[config.mk]
export PLATFORM = sky130hd
export DESIGN_NAME = serial_port_shift_engine
export DESIGN_NICKNAME = d
export VERILOG_FILES = /design/src/hdl/majority_sampler.v /design/src/hdl/serial_port_shift_engine.v
export VERILOG_INCLUDE_DIRS = /design/src /design/src/include
export SDC_FILE = /design/constraint.sdc
export NUM_CORES = 1
export LEC_CHECK = 0
export BUFFER_PORTS_ARGS = -buffer_cell sky130_fd_sc_hd__buf_4
export CELL_PAD_IN_SITES_DETAIL_PLACEMENT = 1
export CELL_PAD_IN_SITES_GLOBAL_PLACEMENT = 2
export CORE_ASPECT_RATIO = 0.9
export CORE_MARGIN = 5
export CORE_UTILIZATION = 38
export DETAILED_ROUTE_END_ITERATION = 7
export HOLD_SLACK_MARGIN = 0.15
export MAX_ROUTING_LAYER = met4
export PLACE_DENSITY_LB_ADDON = 0.1
export SYNTH_ARGS = -nofsm -noshare
export SYNTH_HDL_FRONTEND = slang
export SYNTH_SLANG_ARGS = --single-unit
[constraint.sdc]
create_clock -name mclk_in -period 6.9 [get_ports mclk_in]
set_clock_uncertainty 0.05 [all_clocks]
set_input_delay 0.69 -clock mclk_in [delete_from_list [all_inputs] [get_ports mclk_in]]
set_output_delay 0.69 -clock mclk_in [all_outputs]
set_load 0.05 [all_outputs]
[src/include/serial_engine_defs.vh]
// Register map, field positions and timing constants of the serial shift engine.
`ifndef SERIAL_ENGINE_DEFS_VH
`define SERIAL_ENGINE_DEFS_VH

// ----------------------------------------------------------------------------
// Register byte addresses
// ----------------------------------------------------------------------------
`define REG_CTRL       4'h0
`define REG_BUF        4'h4
`define REG_CFG        4'h8
`define REG_STAT       4'hc

// ----------------------------------------------------------------------------
// Control register fields
// ----------------------------------------------------------------------------
`define CTRL_RX_DONE   0
`define CTRL_TX_DONE   1
`define CTRL_RX_NINTH  2
`define CTRL_TX_NINTH  3
`define CTRL_RX_EN     4
`define CTRL_FILTER    5
`define CTRL_MODE_LO   6
`define CTRL_MODE_HI   7

// Configuration register fields.
`define CFG_DOUBLE     0
`define CFG_TIMER2     1

// Status register fields.
`define STAT_SEND      0
`define STAT_RECV      1

// ----------------------------------------------------------------------------
// Operating modes
// ----------------------------------------------------------------------------
`define MODE_SHIFT     2'h0
`define MODE_8BIT      2'h1
`define MODE_9BIT_FIX  2'h2
`define MODE_9BIT_VAR  2'h3

// ----------------------------------------------------------------------------
// Timing: machine cycle of 12 oscillator clocks, 16 states per bit time
// ----------------------------------------------------------------------------
`define MC_LAST        4'hb
`define MC_CLK_LOW     4'h6
`define MC_SAMPLE      4'ha
`define OV_LAST        4'hf
`define VOTE_FIRST     4'h7
`define M2_DIV_SLOW    2'h3
`define M2_DIV_FAST    2'h1

// ----------------------------------------------------------------------------
// Shift register presets and markers
// ----------------------------------------------------------------------------
`define TX_MARK        8'h01
`define RX0_PRESET     8'hfe
`define RX_PRESET      9'h1ff

`endif

[src/hdl/majority_sampler.v]
// Three-point bit detector: samples at counter states 7, 8 and 9 and votes.
`timescale 1ns/1ps
`include "serial_engine_defs.vh"

module majority_sampler (
   input  wire       mclk_in,
   input  wire       rstn_in,
   input  wire       tick_in,
   input  wire [3:0] count_in,
   input  wire       bit_in,
   output reg        vote_out
);

   reg [2:0] sample;

   // ----------------------------------------------------------------------------
   // Sample capture
   // ----------------------------------------------------------------------------
   // One capture flop per sample point; point i sits at state 7 + i.
   genvar i;
   generate
      for (i = 0; i < 3; i = i + 1) begin : g_point
         always @(posedge mclk_in or negedge rstn_in) begin
            if (!rstn_in)
               sample[i] <= 1'b1;
            else if (tick_in && (count_in == `VOTE_FIRST + i[3:0]))
               sample[i] <= bit_in;
         end
      end
   endgenerate

   // ----------------------------------------------------------------------------
   // Vote
   // ----------------------------------------------------------------------------
   // The vote settles one clock after the last sample, well before the rollover.
   always @(posedge mclk_in or negedge rstn_in) begin
      if (!rstn_in)
         vote_out <= 1'b1;
      else
         vote_out <= (sample[0] & sample[1]) | (sample[0] & sample[2]) |
                     (sample[1] & sample[2]);
   end

endmodule

[src/hdl/serial_port_shift_engine.v]
// Serial port transmit and receive shift engines with an Avalon-MM register slave.
//
// Decided for this implementation: the Avalon-MM slave port and the placing of the registers.
`timescale 1ns/1ps
`include "serial_engine_defs.vh"
// Operation
// - Mode 0 write loads marker, shifting next cycle.
// - Mode 0 send drives data and clock.
// - Mode 0 marker detect, last shift, set done.
// - Mode 0 receive start presets 11111110 register.
// - Mode 0 receive clocks, shifts in sampled bit.
// - Mode 0 zero reaches left, load buffer, flag.
// - Mode 1 send starts after counter rollover.
// - Start bit, then data, then shifting.
// - Mode 1 transmit done at tenth rollover.
// - Modes 2/3 load ninth bit, insert stop.
// - Modes 2/3 transmit done at eleventh rollover.
// - Falling edge resets counter, presets ones.
// - Majority of samples at states 7-9.
// - Nonzero start bit restarts edge hunting.
// - Mode 1 accepts frame only if conditions hold.
// - Modes 2/3 test the received ninth bit.
// - Return to hunting; modes 2/3 wait one bit.
// - Mode 2 fixed rate, mode 3 timer rate.
// - Mode 0 clock is oscillator over twelve.
// - Rate-double bit picks mode 2 divider.
// - Timer 1 rate halved unless doubled.

module serial_port_shift_engine (
   input  wire        mclk_in,
   input  wire        rstn_in,
   input  wire [3:0]  address_in,
   input  wire        read_in,
   input  wire        write_in,
   input  wire [31:0] writedata_in,
   input  wire [3:0]  byteenable_in,
   output reg  [31:0] readdata_out,
   output reg         waitrequest_out,
   input  wire        timer1_ovf_in,
   input  wire        timer2_ovf_in,
   input  wire        rxd_in,
   output reg         rxd_out,
   output reg         rxd_oe_out,
   output reg         txd_out
);

   // Mode 0 receive sequencer states.
   localparam [1:0] RX0_IDLE = 2'b00;
   localparam [1:0] RX0_WAIT = 2'b01;
   localparam [1:0] RX0_LOAD = 2'b10;
   localparam [1:0] RX0_RUN  = 2'b11;

   reg  [1:0]  mode;
   reg         rx_enable;
   reg         address_filter_bit;
   reg         tx_ninth_bit;
   reg         rate_double_bit;
   reg         use_timer2;
   reg         tx_done_flag;
   reg         rx_done_flag;
   reg         rx_ninth_bit;
   reg  [7:0]  serial_buffer;
   reg  [31:0] next_rdata;

   reg  [3:0]  mc_cnt;
   reg         t1_half;
   reg  [1:0]  m2_div;
   reg         tick;
   reg         next_tick;
   reg  [3:0]  tx_cnt;

   reg  [8:0]  tx_sr;
   reg         tx_pend;
   reg         tx_arm;
   reg         send;
   reg         tx_data_on;
   reg         tx_first;
   reg         ti_set;

   reg         rxd_meta;
   reg         rxd_sync;
   reg         rxd_prev;
   reg  [8:0]  rx_sr;
   reg  [3:0]  rx_cnt;
   reg         rx_busy;
   reg         rx_first;
   reg         rx_tail;
   reg  [1:0]  rx0_state;
   reg         receive;
   reg         rx0_sample;
   reg         ri_set;
   wire        vote;

   wire req      = read_in | write_in;
   wire take     = req & ~waitrequest_out;
   wire wr_ok    = take & write_in & byteenable_in[0];
   wire wr_ctrl  = wr_ok & (address_in == `REG_CTRL);
   wire wr_buf   = wr_ok & (address_in == `REG_BUF);
   wire wr_cfg   = wr_ok & (address_in == `REG_CFG);
   wire mode0    = (mode == `MODE_SHIFT);
   wire mc_end   = (mc_cnt == `MC_LAST);
   wire tx_roll  = tick & (tx_cnt == `OV_LAST);
   wire rx_roll  = tick & (rx_cnt == `OV_LAST);
   wire fall     = rxd_prev & ~rxd_sync;
   wire tx_last  = (tx_sr[8:1] == `TX_MARK);

   // ----------------------------------------------------------------------------
   // Bus slave
   // ----------------------------------------------------------------------------
   // Read data mux; unmapped addresses read as zero.
   always @* begin
      next_rdata = 32'h0;
      if (address_in == `REG_CTRL) begin
         next_rdata[`CTRL_MODE_HI:`CTRL_MODE_LO] = mode;
         next_rdata[`CTRL_FILTER]   = address_filter_bit;
         next_rdata[`CTRL_RX_EN]    = rx_enable;
         next_rdata[`CTRL_TX_NINTH] = tx_ninth_bit;
         next_rdata[`CTRL_RX_NINTH] = rx_ninth_bit;
         next_rdata[`CTRL_TX_DONE]  = tx_done_flag;
         next_rdata[`CTRL_RX_DONE]  = rx_done_flag;
      end else if (address_in == `REG_BUF) begin
         next_rdata[7:0] = serial_buffer;
      end else if (address_in == `REG_CFG) begin
         next_rdata[`CFG_DOUBLE] = rate_double_bit;
         next_rdata[`CFG_TIMER2] = use_timer2;
      end else if (address_in == `REG_STAT) begin
         next_rdata[`STAT_SEND] = send;
         next_rdata[`STAT_RECV] = rx_busy | receive;
      end
   end

   // Every access waits exactly one cycle, so read data can come from a flop.
   always @(posedge mclk_in or negedge rstn_in) begin
      if (!rstn_in) begin
         waitrequest_out <= 1'b1;
         readdata_out    <= 32'h0;
      end else begin
         waitrequest_out <= ~(req & waitrequest_out);
         if (req & waitrequest_out & read_in)
            readdata_out <= next_rdata;
      end
   end

   // Control and configuration; a hardware set beats a software clear.
   always @(posedge mclk_in or negedge rstn_in) begin
      if (!rstn_in) begin
         mode               <= `MODE_SHIFT;
         rx_enable          <= 1'b0;
         address_filter_bit <= 1'b0;
         tx_ninth_bit       <= 1'b0;
         rate_double_bit    <= 1'b0;
         use_timer2         <= 1'b0;
         tx_done_flag       <= 1'b0;
         rx_done_flag       <= 1'b0;
      end else begin
         if (wr_ctrl) begin
            mode               <= writedata_in[`CTRL_MODE_HI:`CTRL_MODE_LO];
            address_filter_bit <= writedata_in[`CTRL_FILTER];
            rx_enable          <= writedata_in[`CTRL_RX_EN];
            tx_ninth_bit       <= writedata_in[`CTRL_TX_NINTH];
         end
         if (wr_cfg) begin
            rate_double_bit <= writedata_in[`CFG_DOUBLE];
            use_timer2      <= writedata_in[`CFG_TIMER2];
         end
         tx_done_flag <= ti_set | (wr_ctrl ? writedata_in[`CTRL_TX_DONE] : tx_done_flag);
         rx_done_flag <= ri_set | (wr_ctrl ? writedata_in[`CTRL_RX_DONE] : rx_done_flag);
      end
   end

   // ----------------------------------------------------------------------------
   // Timebase
   // ----------------------------------------------------------------------------
   // Machine cycle of twelve oscillator clocks; mode 0 shifts once per cycle.
   always @(posedge mclk_in or negedge rstn_in) begin
      if (!rstn_in)
         mc_cnt <= 4'h0;
      else if (mc_end)
         mc_cnt <= 4'h0;
      else
         mc_cnt <= mc_cnt + 4'h1;
   end

   // Oversampling tick at sixteen times the bit rate.
   always @* begin
      if (mode == `MODE_9BIT_FIX)
         next_tick = (m2_div == (rate_double_bit ? `M2_DIV_FAST : `M2_DIV_SLOW));
      else if (use_timer2)
         next_tick = timer2_ovf_in;
      else
         next_tick = timer1_ovf_in & (rate_double_bit | t1_half);
   end

   // The timer overflows come from this clock domain and need no synchroniser.
   always @(posedge mclk_in or negedge rstn_in) begin
      if (!rstn_in) begin
         t1_half <= 1'b0;
         m2_div  <= 2'h0;
         tick    <= 1'b0;
         tx_cnt  <= 4'h0;
      end else begin
         tick <= next_tick;
         if (timer1_ovf_in)
            t1_half <= ~t1_half;
         if (next_tick)
            m2_div <= 2'h0;
         else
            m2_div <= m2_div + 2'h1;
         if (tick)
            tx_cnt <= tx_cnt + 4'h1;
      end
   end

   // ----------------------------------------------------------------------------
   // Transmitter
   // ----------------------------------------------------------------------------
   // A buffer write is applied last so it overrides any shift in the same cycle.
   always @(posedge mclk_in or negedge rstn_in) begin
      if (!rstn_in) begin
         tx_sr      <= 9'h0;
         tx_pend    <= 1'b0;
         tx_arm     <= 1'b0;
         send       <= 1'b0;
         tx_data_on <= 1'b0;
         tx_first   <= 1'b0;
         ti_set     <= 1'b0;
      end else begin
         ti_set <= 1'b0;
         if (mode0) begin
            if (mc_end & tx_pend & ~send) begin
               send    <= 1'b1;
               tx_pend <= 1'b0;
            end else if (mc_end & send) begin
               tx_sr <= {1'b0, tx_sr[8:1]};
               if (tx_last) begin
                  send   <= 1'b0;
                  ti_set <= 1'b1;
               end
            end
         end else begin
            if (tx_roll & tx_pend & ~send)
               tx_arm <= 1'b1;
            if (mc_end & tx_arm) begin
               send       <= 1'b1;
               tx_data_on <= 1'b0;
               tx_first   <= 1'b1;
               tx_arm     <= 1'b0;
               tx_pend    <= 1'b0;
            end else if (tx_roll & send) begin
               if (!tx_data_on) begin
                  tx_data_on <= 1'b1;
               end else begin
                  tx_sr    <= {tx_first & (mode != `MODE_8BIT), tx_sr[8:1]};
                  tx_first <= 1'b0;
                  if (tx_last) begin
                     send       <= 1'b0;
                     tx_data_on <= 1'b0;
                     ti_set     <= 1'b1;
                  end
               end
            end
         end
         if (wr_buf) begin
            tx_sr   <= {(mode == `MODE_SHIFT) | (mode == `MODE_8BIT) | tx_ninth_bit,
                        writedata_in[7:0]};
            tx_pend <= 1'b1;
         end
      end
   end

   // ----------------------------------------------------------------------------
   // Receive pin synchroniser
   // ----------------------------------------------------------------------------
   // Edge detection looks only at the second and third stages.
   always @(posedge mclk_in or negedge rstn_in) begin
      if (!rstn_in) begin
         rxd_meta <= 1'b1;
         rxd_sync <= 1'b1;
         rxd_prev <= 1'b1;
      end else begin
         rxd_meta <= rxd_in;
         rxd_sync <= rxd_meta;
         rxd_prev <= rxd_sync;
      end
   end

   majority_sampler majority_sampler_inst (
      .mclk_in  (mclk_in),
      .rstn_in  (rstn_in),
      .tick_in  (tick),
      .count_in (rx_cnt),
      .bit_in   (rxd_sync),
      .vote_out (vote)
   );

   // ----------------------------------------------------------------------------
   // Receiver
   // ----------------------------------------------------------------------------
   // Mode 0 sequencer and the asynchronous frame receiver share the shift register.
   always @(posedge mclk_in or negedge rstn_in) begin
      if (!rstn_in) begin
         rx_sr         <= `RX_PRESET;
         rx_cnt        <= 4'h0;
         rx_busy       <= 1'b0;
         rx_first      <= 1'b0;
         rx_tail       <= 1'b0;
         rx0_state     <= RX0_IDLE;
         receive       <= 1'b0;
         rx0_sample    <= 1'b1;
         ri_set        <= 1'b0;
         serial_buffer <= 8'h0;
         rx_ninth_bit  <= 1'b0;
      end else begin
         ri_set <= 1'b0;
         if (mode0) begin
            rx_busy <= 1'b0;
            case (rx0_state)
               RX0_IDLE: begin
                  if (rx_enable & ~rx_done_flag & ~ri_set)
                     rx0_state <= RX0_WAIT;
               end
               RX0_WAIT: begin
                  if (mc_end)
                     rx0_state <= RX0_LOAD;
               end
               RX0_LOAD: begin
                  if (mc_end) begin
                     rx_sr[7:0] <= `RX0_PRESET;
                     rx0_state  <= RX0_RUN;
                  end
               end
               default: begin
                  if (!receive) begin
                     receive <= 1'b1;
                  end else begin
                     if (mc_cnt == `MC_SAMPLE)
                        rx0_sample <= rxd_sync;
                     if (mc_end) begin
                        rx_sr[7:0] <= {rx_sr[6:0], rx0_sample};
                        if (!rx_sr[7]) begin
                           serial_buffer <= {rx_sr[6:0], rx0_sample};
                           receive       <= 1'b0;
                           rx0_state     <= RX0_IDLE;
                           ri_set        <= 1'b1;
                        end
                     end
                  end
               end
            endcase
         end else begin
            receive   <= 1'b0;
            rx0_state <= RX0_IDLE;
            if (!rx_busy) begin
               if (rx_enable & fall) begin
                  rx_busy  <= 1'b1;
                  rx_cnt   <= 4'h0;
                  rx_sr    <= `RX_PRESET;
                  rx_first <= 1'b1;
                  rx_tail  <= 1'b0;
               end
            end else if (tick) begin
               rx_cnt <= rx_cnt + 4'h1;
               if (rx_roll) begin
                  if (rx_tail) begin
                     rx_busy <= 1'b0;
                  end else if (rx_first & vote) begin
                     rx_busy <= 1'b0;
                  end else begin
                     rx_first <= 1'b0;
                     rx_sr    <= {vote, rx_sr[8:1]};
                     if (!rx_sr[0]) begin
                        // Final shift: vote is the stop bit or the ninth data bit.
                        if (~rx_done_flag & ~ri_set & (~address_filter_bit | vote)) begin
                           serial_buffer <= rx_sr[8:1];
                           rx_ninth_bit  <= vote;
                           ri_set        <= 1'b1;
                        end
                        if (mode == `MODE_8BIT)
                           rx_busy <= 1'b0;
                        else
                           rx_tail <= 1'b1;
                     end
                  end
               end
            end
         end
      end
   end

   // ----------------------------------------------------------------------------
   // Pin drivers
   // ----------------------------------------------------------------------------
   // Registered so the pins never glitch; the shift clock idles high.
   always @(posedge mclk_in or negedge rstn_in) begin
      if (!rstn_in) begin
         txd_out    <= 1'b1;
         rxd_out    <= 1'b1;
         rxd_oe_out <= 1'b0;
      end else begin
         rxd_oe_out <= mode0 & send;
         rxd_out    <= (mode0 & send) ? tx_sr[0] : 1'b1;
         if (mode0)
            txd_out <= (send | receive) ? (mc_cnt < `MC_CLK_LOW) : 1'b1;
         else
            txd_out <= send ? (tx_data_on & tx_sr[0]) : 1'b1;
      end
   end

endmodule

After elaboration in Yosys (flattened, before gate mapping)
Index checks and enable logic that the tools add are counted.
{"block": "word_totals", "reg_bits": 85, "input_bits": 47, "word_cells": 308}
{"block": "classes", "n_addsub": 4, "magnitude_cmp": 1, "n_eq_ne": 45, "muxes": 123, "bitwise": 55, "reduce_logical": 36}
{"op": "$mux 8", "count": 17}
{"op": "$mux 9", "count": 13}
{"op": "$mux 1", "count": 74}
{"op": "$eq 4x4->1 const B", "count": 8}
{"op": "$and 1x1->1", "count": 31}
{"op": "$mux 2", "count": 12}
{"op": "$ne 3x3->1 const B", "count": 6}
{"op": "$reduce_bool 3->1", "count": 6}
{"op": "$mux 4", "count": 4}
{"op": "$ne 2x2->1 const B", "count": 8}
{"op": "$pmux 8 s2", "count": 1}
{"op": "$reduce_and 8->1", "count": 2}
{"op": "$reduce_bool 2->1", "count": 8}
{"op": "$ne 3x2->1 const B", "count": 5}
{"op": "$not 1->1", "count": 13}
{"op": "$add 4x1->4 const B", "count": 3}
{"op": "$reduce_and 6->1", "count": 2}
{"op": "$or 1x1->1", "count": 11}
{"op": "$reduce_and 11->1", "count": 1}
{"op": "$ne 2x1->1 const B", "count": 5}
{"op": "$ne 5x2->1 const B", "count": 2}
{"op": "$ne 3x1->1 const B", "count": 3}
{"op": "$reduce_and 3->1", "count": 3}
{"op": "$eq 4x3->1 const B", "count": 2}
{"op": "16 further kinds", "count": 24}

Logic depth before layout (Yosys ltp)
{"block": "logic_depth", "word_depth": 11, "mapped_depth": 7, "ltp_nobuf": 6}

By module
A second synthesis with hierarchy kept.
{"block": "hier_totals", "hier_cells": 410, "area_unflattened_um2": 4265.3}
{"module": "serial_port_shift_engine", "instances": 1, "cells_each": 396, "area_each_um2": 4078.9, "seq_area_each_um2": 2047.0}
{"module": "majority_sampler", "instances": 1, "cells_each": 14, "area_each_um2": 186.4, "seq_area_each_um2": 105.1}

Least setup slack after synthesis
Ideal clock, no wire load.
{"block": "synth_timing", "kind": "input-to-reg", "start": "input port address_in[1]", "end": "register mode[0]", "setup_ns": 0.125, "t_arrival_ns": 2.103, "setup_slack_ns": 4.622, "cell_stages": 4, "path_buffers": 1, "cell_sequence": "nor4_1 and4b_1 buf_2 mux2_2"}
{"block": "synth_between", "elab_chain_cells": 2}
{"item": "from (decl)", "line": "serial_port_shift_engine.v:32", "rtl": "input wire [3:0] address_in,"}
{"item": "$logic_not 4->1 (no line)"}
{"item": "$and 1x1->1", "line": "serial_port_shift_engine.v:97", "rtl": "wire wr_ctrl = wr_ok & (address_in == `REG_CTRL);"}
{"item": "to (signal assigned)", "line": "serial_port_shift_engine.v:147", "rtl": "mode <= `MODE_SHIFT;"}
{"item": "to (signal assigned)", "line": "serial_port_shift_engine.v:157", "rtl": "mode <= writedata_in[`CTRL_MODE_HI:`CTRL_MODE_LO];"}
{"item": "to (decl)", "line": "serial_port_shift_engine.v:53", "rtl": "reg [1:0] mode;"}
Every way passes these cells.
A chain may end at the register's enable or synchronous reset.

Final worst setup path
{"block": "layout_timing", "start": "register mode[1]", "end": "register rx_sr[1]"}
{"block": "layout_between", "elab_chain_cells": 3, "elab_cells_between_ends": 11, "classes_between": "eq/ne (7); mux (1); reduce/logical (3)"}
{"item": "$logic_not 2->1 (no line) *"}
{"item": "$ne 3x2->1 (no line), or another cell as far along"}
{"item": "$reduce_and 8->1 (no line)"}
{"item": "to (signal assigned)", "line": "serial_port_shift_engine.v:302", "rtl": "rx_sr <= `RX_PRESET;"}
{"item": "to (signal assigned)", "line": "serial_port_shift_engine.v:328", "rtl": "rx_sr[7:0] <= `RX0_PRESET;"}
{"item": "to (signal assigned)", "line": "serial_port_shift_engine.v:339", "rtl": "rx_sr[7:0] <= {rx_sr[6:0], rx0_sample};"}
{"item": "to (decl)", "line": "serial_port_shift_engine.v:83", "rtl": "reg [8:0] rx_sr;"}
Mark *: on every way between the ends. The rest lies on a longest branch, timed or not.

==> flow_results.org <==
** Detailed routing
- Detailed Routing Iterations Pass 1 :: 4
- First DRT Iteration DRCs :: 138
- The routed design has 10.3 mm of wire.
- In the routed design, unresolved DRC markers number 0.
- Routed wire length per instance :: 17.2 um
- Count of antenna-violating nets left after detailed routing :: 0
- Via count :: 3037
- Using the TritonRoute via totals, the vias-per-cell ratio works out to 5.07.

** Floorplanning
- Core Footprint :: 11300 sq um
- Initial core utilization :: 38.2%
- Height of the die :: 111 um
- In this run the core area contains 37 standard-cell rows.
- The die covers 13600 sq um.
- 83 I/O pins were placed.
- The floorplan step set the die width to 122 um.

** Yosys
- Largest area contributor in the netlist :: dfrtp_1
- Cell area after technology mapping :: 4320 sq um
- After synthesis, the largest area contributor takes up 37.7% of total cell area.
- Mean Syn Cell Area :: 10.5 sq um
- Summing the areas of all compound-gate instances in the mapped netlist gives 13.6% of the synthesized area.
- Arithmetic-cell share of the synthesized area counting full adders, half adders and majority gates :: 3.13%
- Yosys warns :: 0
- By area, the combinational part of the netlist is dominated by simple AND/OR/NAND/NOR gates.
- Xor and xnor area share after synthesis :: 1.83%
- Count of different cell masters after synthesis :: 53
- Mux contribution to synthesized area :: 8.81%
- In the synthesized netlist, the number of instances is 413.
- The synthesized design contains 85 register bits.
- Yosys attributes the largest share of cell area to dfrtp_1 (38%), dfstp_2 (12%), mux2_2 (7.3%).
- Among all flip-flop cells after synthesis, the most frequent one is dfrtp_1.
- Number of enable flip-flop cells after synthesis :: 0
- Area fraction in and, or, nand and nor cells after synthesis :: 15.0%
- The share of the Yosys chip area taken by registers is 49.8%.
- Share of flip-flops with an asynchronous set or reset :: 100%

** Clock tree
- After clock tree synthesis, the flow added hold-fix buffers numbering 0.
- Buffer type at the clock tree root :: clkbuf_16
- CTS clock-pin slew for the worst setup and hold paths :: 0.07 ns
- Gates resized during post-CTS repair numbered 0.
- The number of setup buffers added after CTS is 0.
- Source-to-sink clock delay at the later pin of the worst-skew pair :: 0.35 ns
- H-tree level count :: 3
- In this run the deepest clock path goes through 2 buffers.
- Clock sinks :: 85
- CTS tree :: yes
- Total CTS buffers :: 9

** Critical path
- The number of cells on the worst reg-to-reg path is 5.
- Ordered cell list for the critical path :: or2_1 -> buf_4 -> or4_4 -> a311oi_4 -> mux2_2
- Crit path kind :: register to register
- For the worst setup path, the data required time is 7.13 ns.
- STA classifies the critical path endpoint as a register.
- STA classifies the critical path startpoint as a register.
- Crit path largest cell delay :: 0.58 ns
- Of all nets on the critical path, the largest fanout is 26.
- Worst EP arrival :: 3.07 ns
- Crit path max-delay cell type :: a311oi_4

** Final layout
- Relative to the synthesized area, the layout overhead comes to 13.2%.
- Summing all multi-input logic gate instances after layout gives 1920 sq um.
- With fillers left out, the area of the finished cells amounts to 4890 sq um.
- The post-route netlist has 24.2% of its cells at a drive strength greater than 1.
- Antenna fix cells :: 0
- For this run, the post-layout net count is 495.
- The layout has 1294 filler cells.
- Sequential Area :: 2150 sq um

** GRT
- For this run, global-route usage on met2 was measured as 24.6%.
- The first global-routing pass estimated 17.1 mm of wire.
- Global routing's busiest layer :: met2
- Global Route met1 Usage :: 22.1%
- The via count of the first global-routing pass was 3173.
- Number of antenna violations at the first check in global routing :: 0
- Total routing usage reported by global routing :: 16.6%
- Entering global routing, the biggest net connects 46 pins.
- Global routing consumed, on the met3 layer, 4.80% of the routing resources.
- The total overflow left after global routing is 0.

** Placement
- HPWL Detailed :: 7.24 mm
- Port Buffer Count :: 31
- In this run the cell area measured after placement is 4580 sq um.
- Routability-driven placement finished with a final weighted congestion of 0.756.

** Power
- Cell area power density :: 331 nW/um^2
- The analysis attributes to cell leakage a power of 2.18 nW.
- Power Total :: 1.62 mW
- IR analysis of the VDD net gives a maximum drop of 0.138 mV.

** Timing
- Setup repair after global routing left no endpoint under its margin.
- Measured against its own limit, the worst slew margin works out to 24.6%.
- Clock period minus final worst setup slack :: 2.84 ns
- Final worst-path cycle share :: 41.2%
- Final slew viol count :: 0
- For this run, the top clock speed supported by timing is 0.352 GHz.
- Aggregate negative setup slack :: 0 ns
- At the pin with the least slew margin, the transition time is 1.12 ns.
- The final-report hold violation count is 0.
- Worst hold slack after final layout :: 0.274 ns
- Final setup viols :: 0

** Flow run
- Max-cap violations in this run came to 0.

** Min path
- In this run the worst hold path is classified as input port to async pin.

** Run status
- The run finished with clean final reports.
-- metal layers --
metal | wire [um] | share of wire, %
met3 | 388 | 3.8
met2 | 4720 | 46
met4 | 131 | 1.3
met1 | 5030 | 49
met5 | 0 | 0
-- cell usage in the layout, fill, tap and decap left out, drive strengths merged, types with 2 or more instances in the layout --
cell type	synthesis	routed
nand3b	4	4
o31ai	3	3
nor4	3	3
xor2	5	5
nor3	11	11
o21ai	35	35
nand4	5	5
nand2b	5	5
mux2	28	28
or3	2	2
nand2	36	36
or2	3	3
nand4b	3	3
conb	1	24
a22oi	7	7
a31oi	19	19
nor2	20	20
a211o	2	2
inv	16	20
clkbuf	14	9
a21oi	13	13
mux4	2	2
dfrtp	65	65
nand3	16	16
buf	29	34
mux2i	2	2
o21a	3	3
or3b	2	2
nor2b	2	2
dfstp	20	20
ha	10	10
and4	2	2
clkinvlp	0	2
a22o	3	3
nor4b	2	2
xnor2	4	4
and4b	3	3
-- report_power, final --
group          switching (mW)  total, mW  internal [mW]
Combinational           0.236      0.401          0.165
Clock                   0.219      0.505          0.286
Sequential              0.100      0.714          0.613
Total                   0.556       1.62           1.06
-- cells in the mapped netlist, types with 13 or more instances --
master	number
buf_4	24
mux2_2	28
dfstp_2	20
a21oi_1	13
nand2_1	36
clkbuf_1	14
o21ai_0	35
nor2_1	20
dfrtp_1	65
a31oi_1	19
inv_1	16
nand3_1	16
-- worst max-delay path, delay by kind of cell, from the launching register on --
kind | cells | cell delay [ns]
simple gates | 2 | 0.91
flops | 1 | 0.53
compound gates | 1 | 0.58
buf+inv | 1 | 0.29
mux | 1 | 0.40
-- sequential cells by signal (all words and copies together) (netlist names), 2 cells and up --
register and cells:
mode 2, rx0_state 2, tx_cnt 4, rx_cnt 4
m2_div 2, rx_sr 9, serial_buffer 8, majority_sampler_inst.sample 3
mc_cnt 4, readdata_out 8, tx_sr 9
-- kinds of logic (layout without fill, tap and decap cells) --
logic type | after synthesis | count (layout)
AO/OA/AOI/OAI | 92 | 92
XOR/XNOR | 9 | 9
adder cells (fa/ha/maj) | 11 | 11
buffers and inverters | 59 | 66
flip-flops | 85 | 85
multiplexers | 32 | 32
other | 1 | 24
AND/OR/NAND/NOR | 124 | 124
-- final timing paths --
| check | startpoint | endpoint | slack (ns) |
|---|---|---|---|
| worst min register to register | rxd_meta | rxd_sync | 0.31 |
| worst max register to register | mode[1] | rx_sr[1] | 4.06 |
| worst min-delay path | rstn_in | rx_cnt[0] | 0.27 |
| worst max-delay path | mode[1] | rx_sr[1] | 4.06 |
| min in group mclk_in | rxd_meta | rxd_sync | 0.31 |
| max in group asynchronous | rstn_in | rxd_out | 5.54 |
-- stage by stage --
step	setup WS (ns)	std cells	util [%]
finish	4.06	599	43.3
global route	3.91	599	43.3
CTS	4.03	599	43.3
detailed placement	3.77	583	40.6
global placement	3.74	583	40.6
floorplan	4.62	436	-
-- final cells by class --
class,count,area share [%]
inverters,16,1.23
repair buffers,34,5.22
flip-flops and latches,85,44.0
clock inverters,7,1.64
multi-input cells,292,39.3
well taps,156,3.99
clock buffers,9,4.61
No activity file was read; power rests on OpenSTA's default activity.
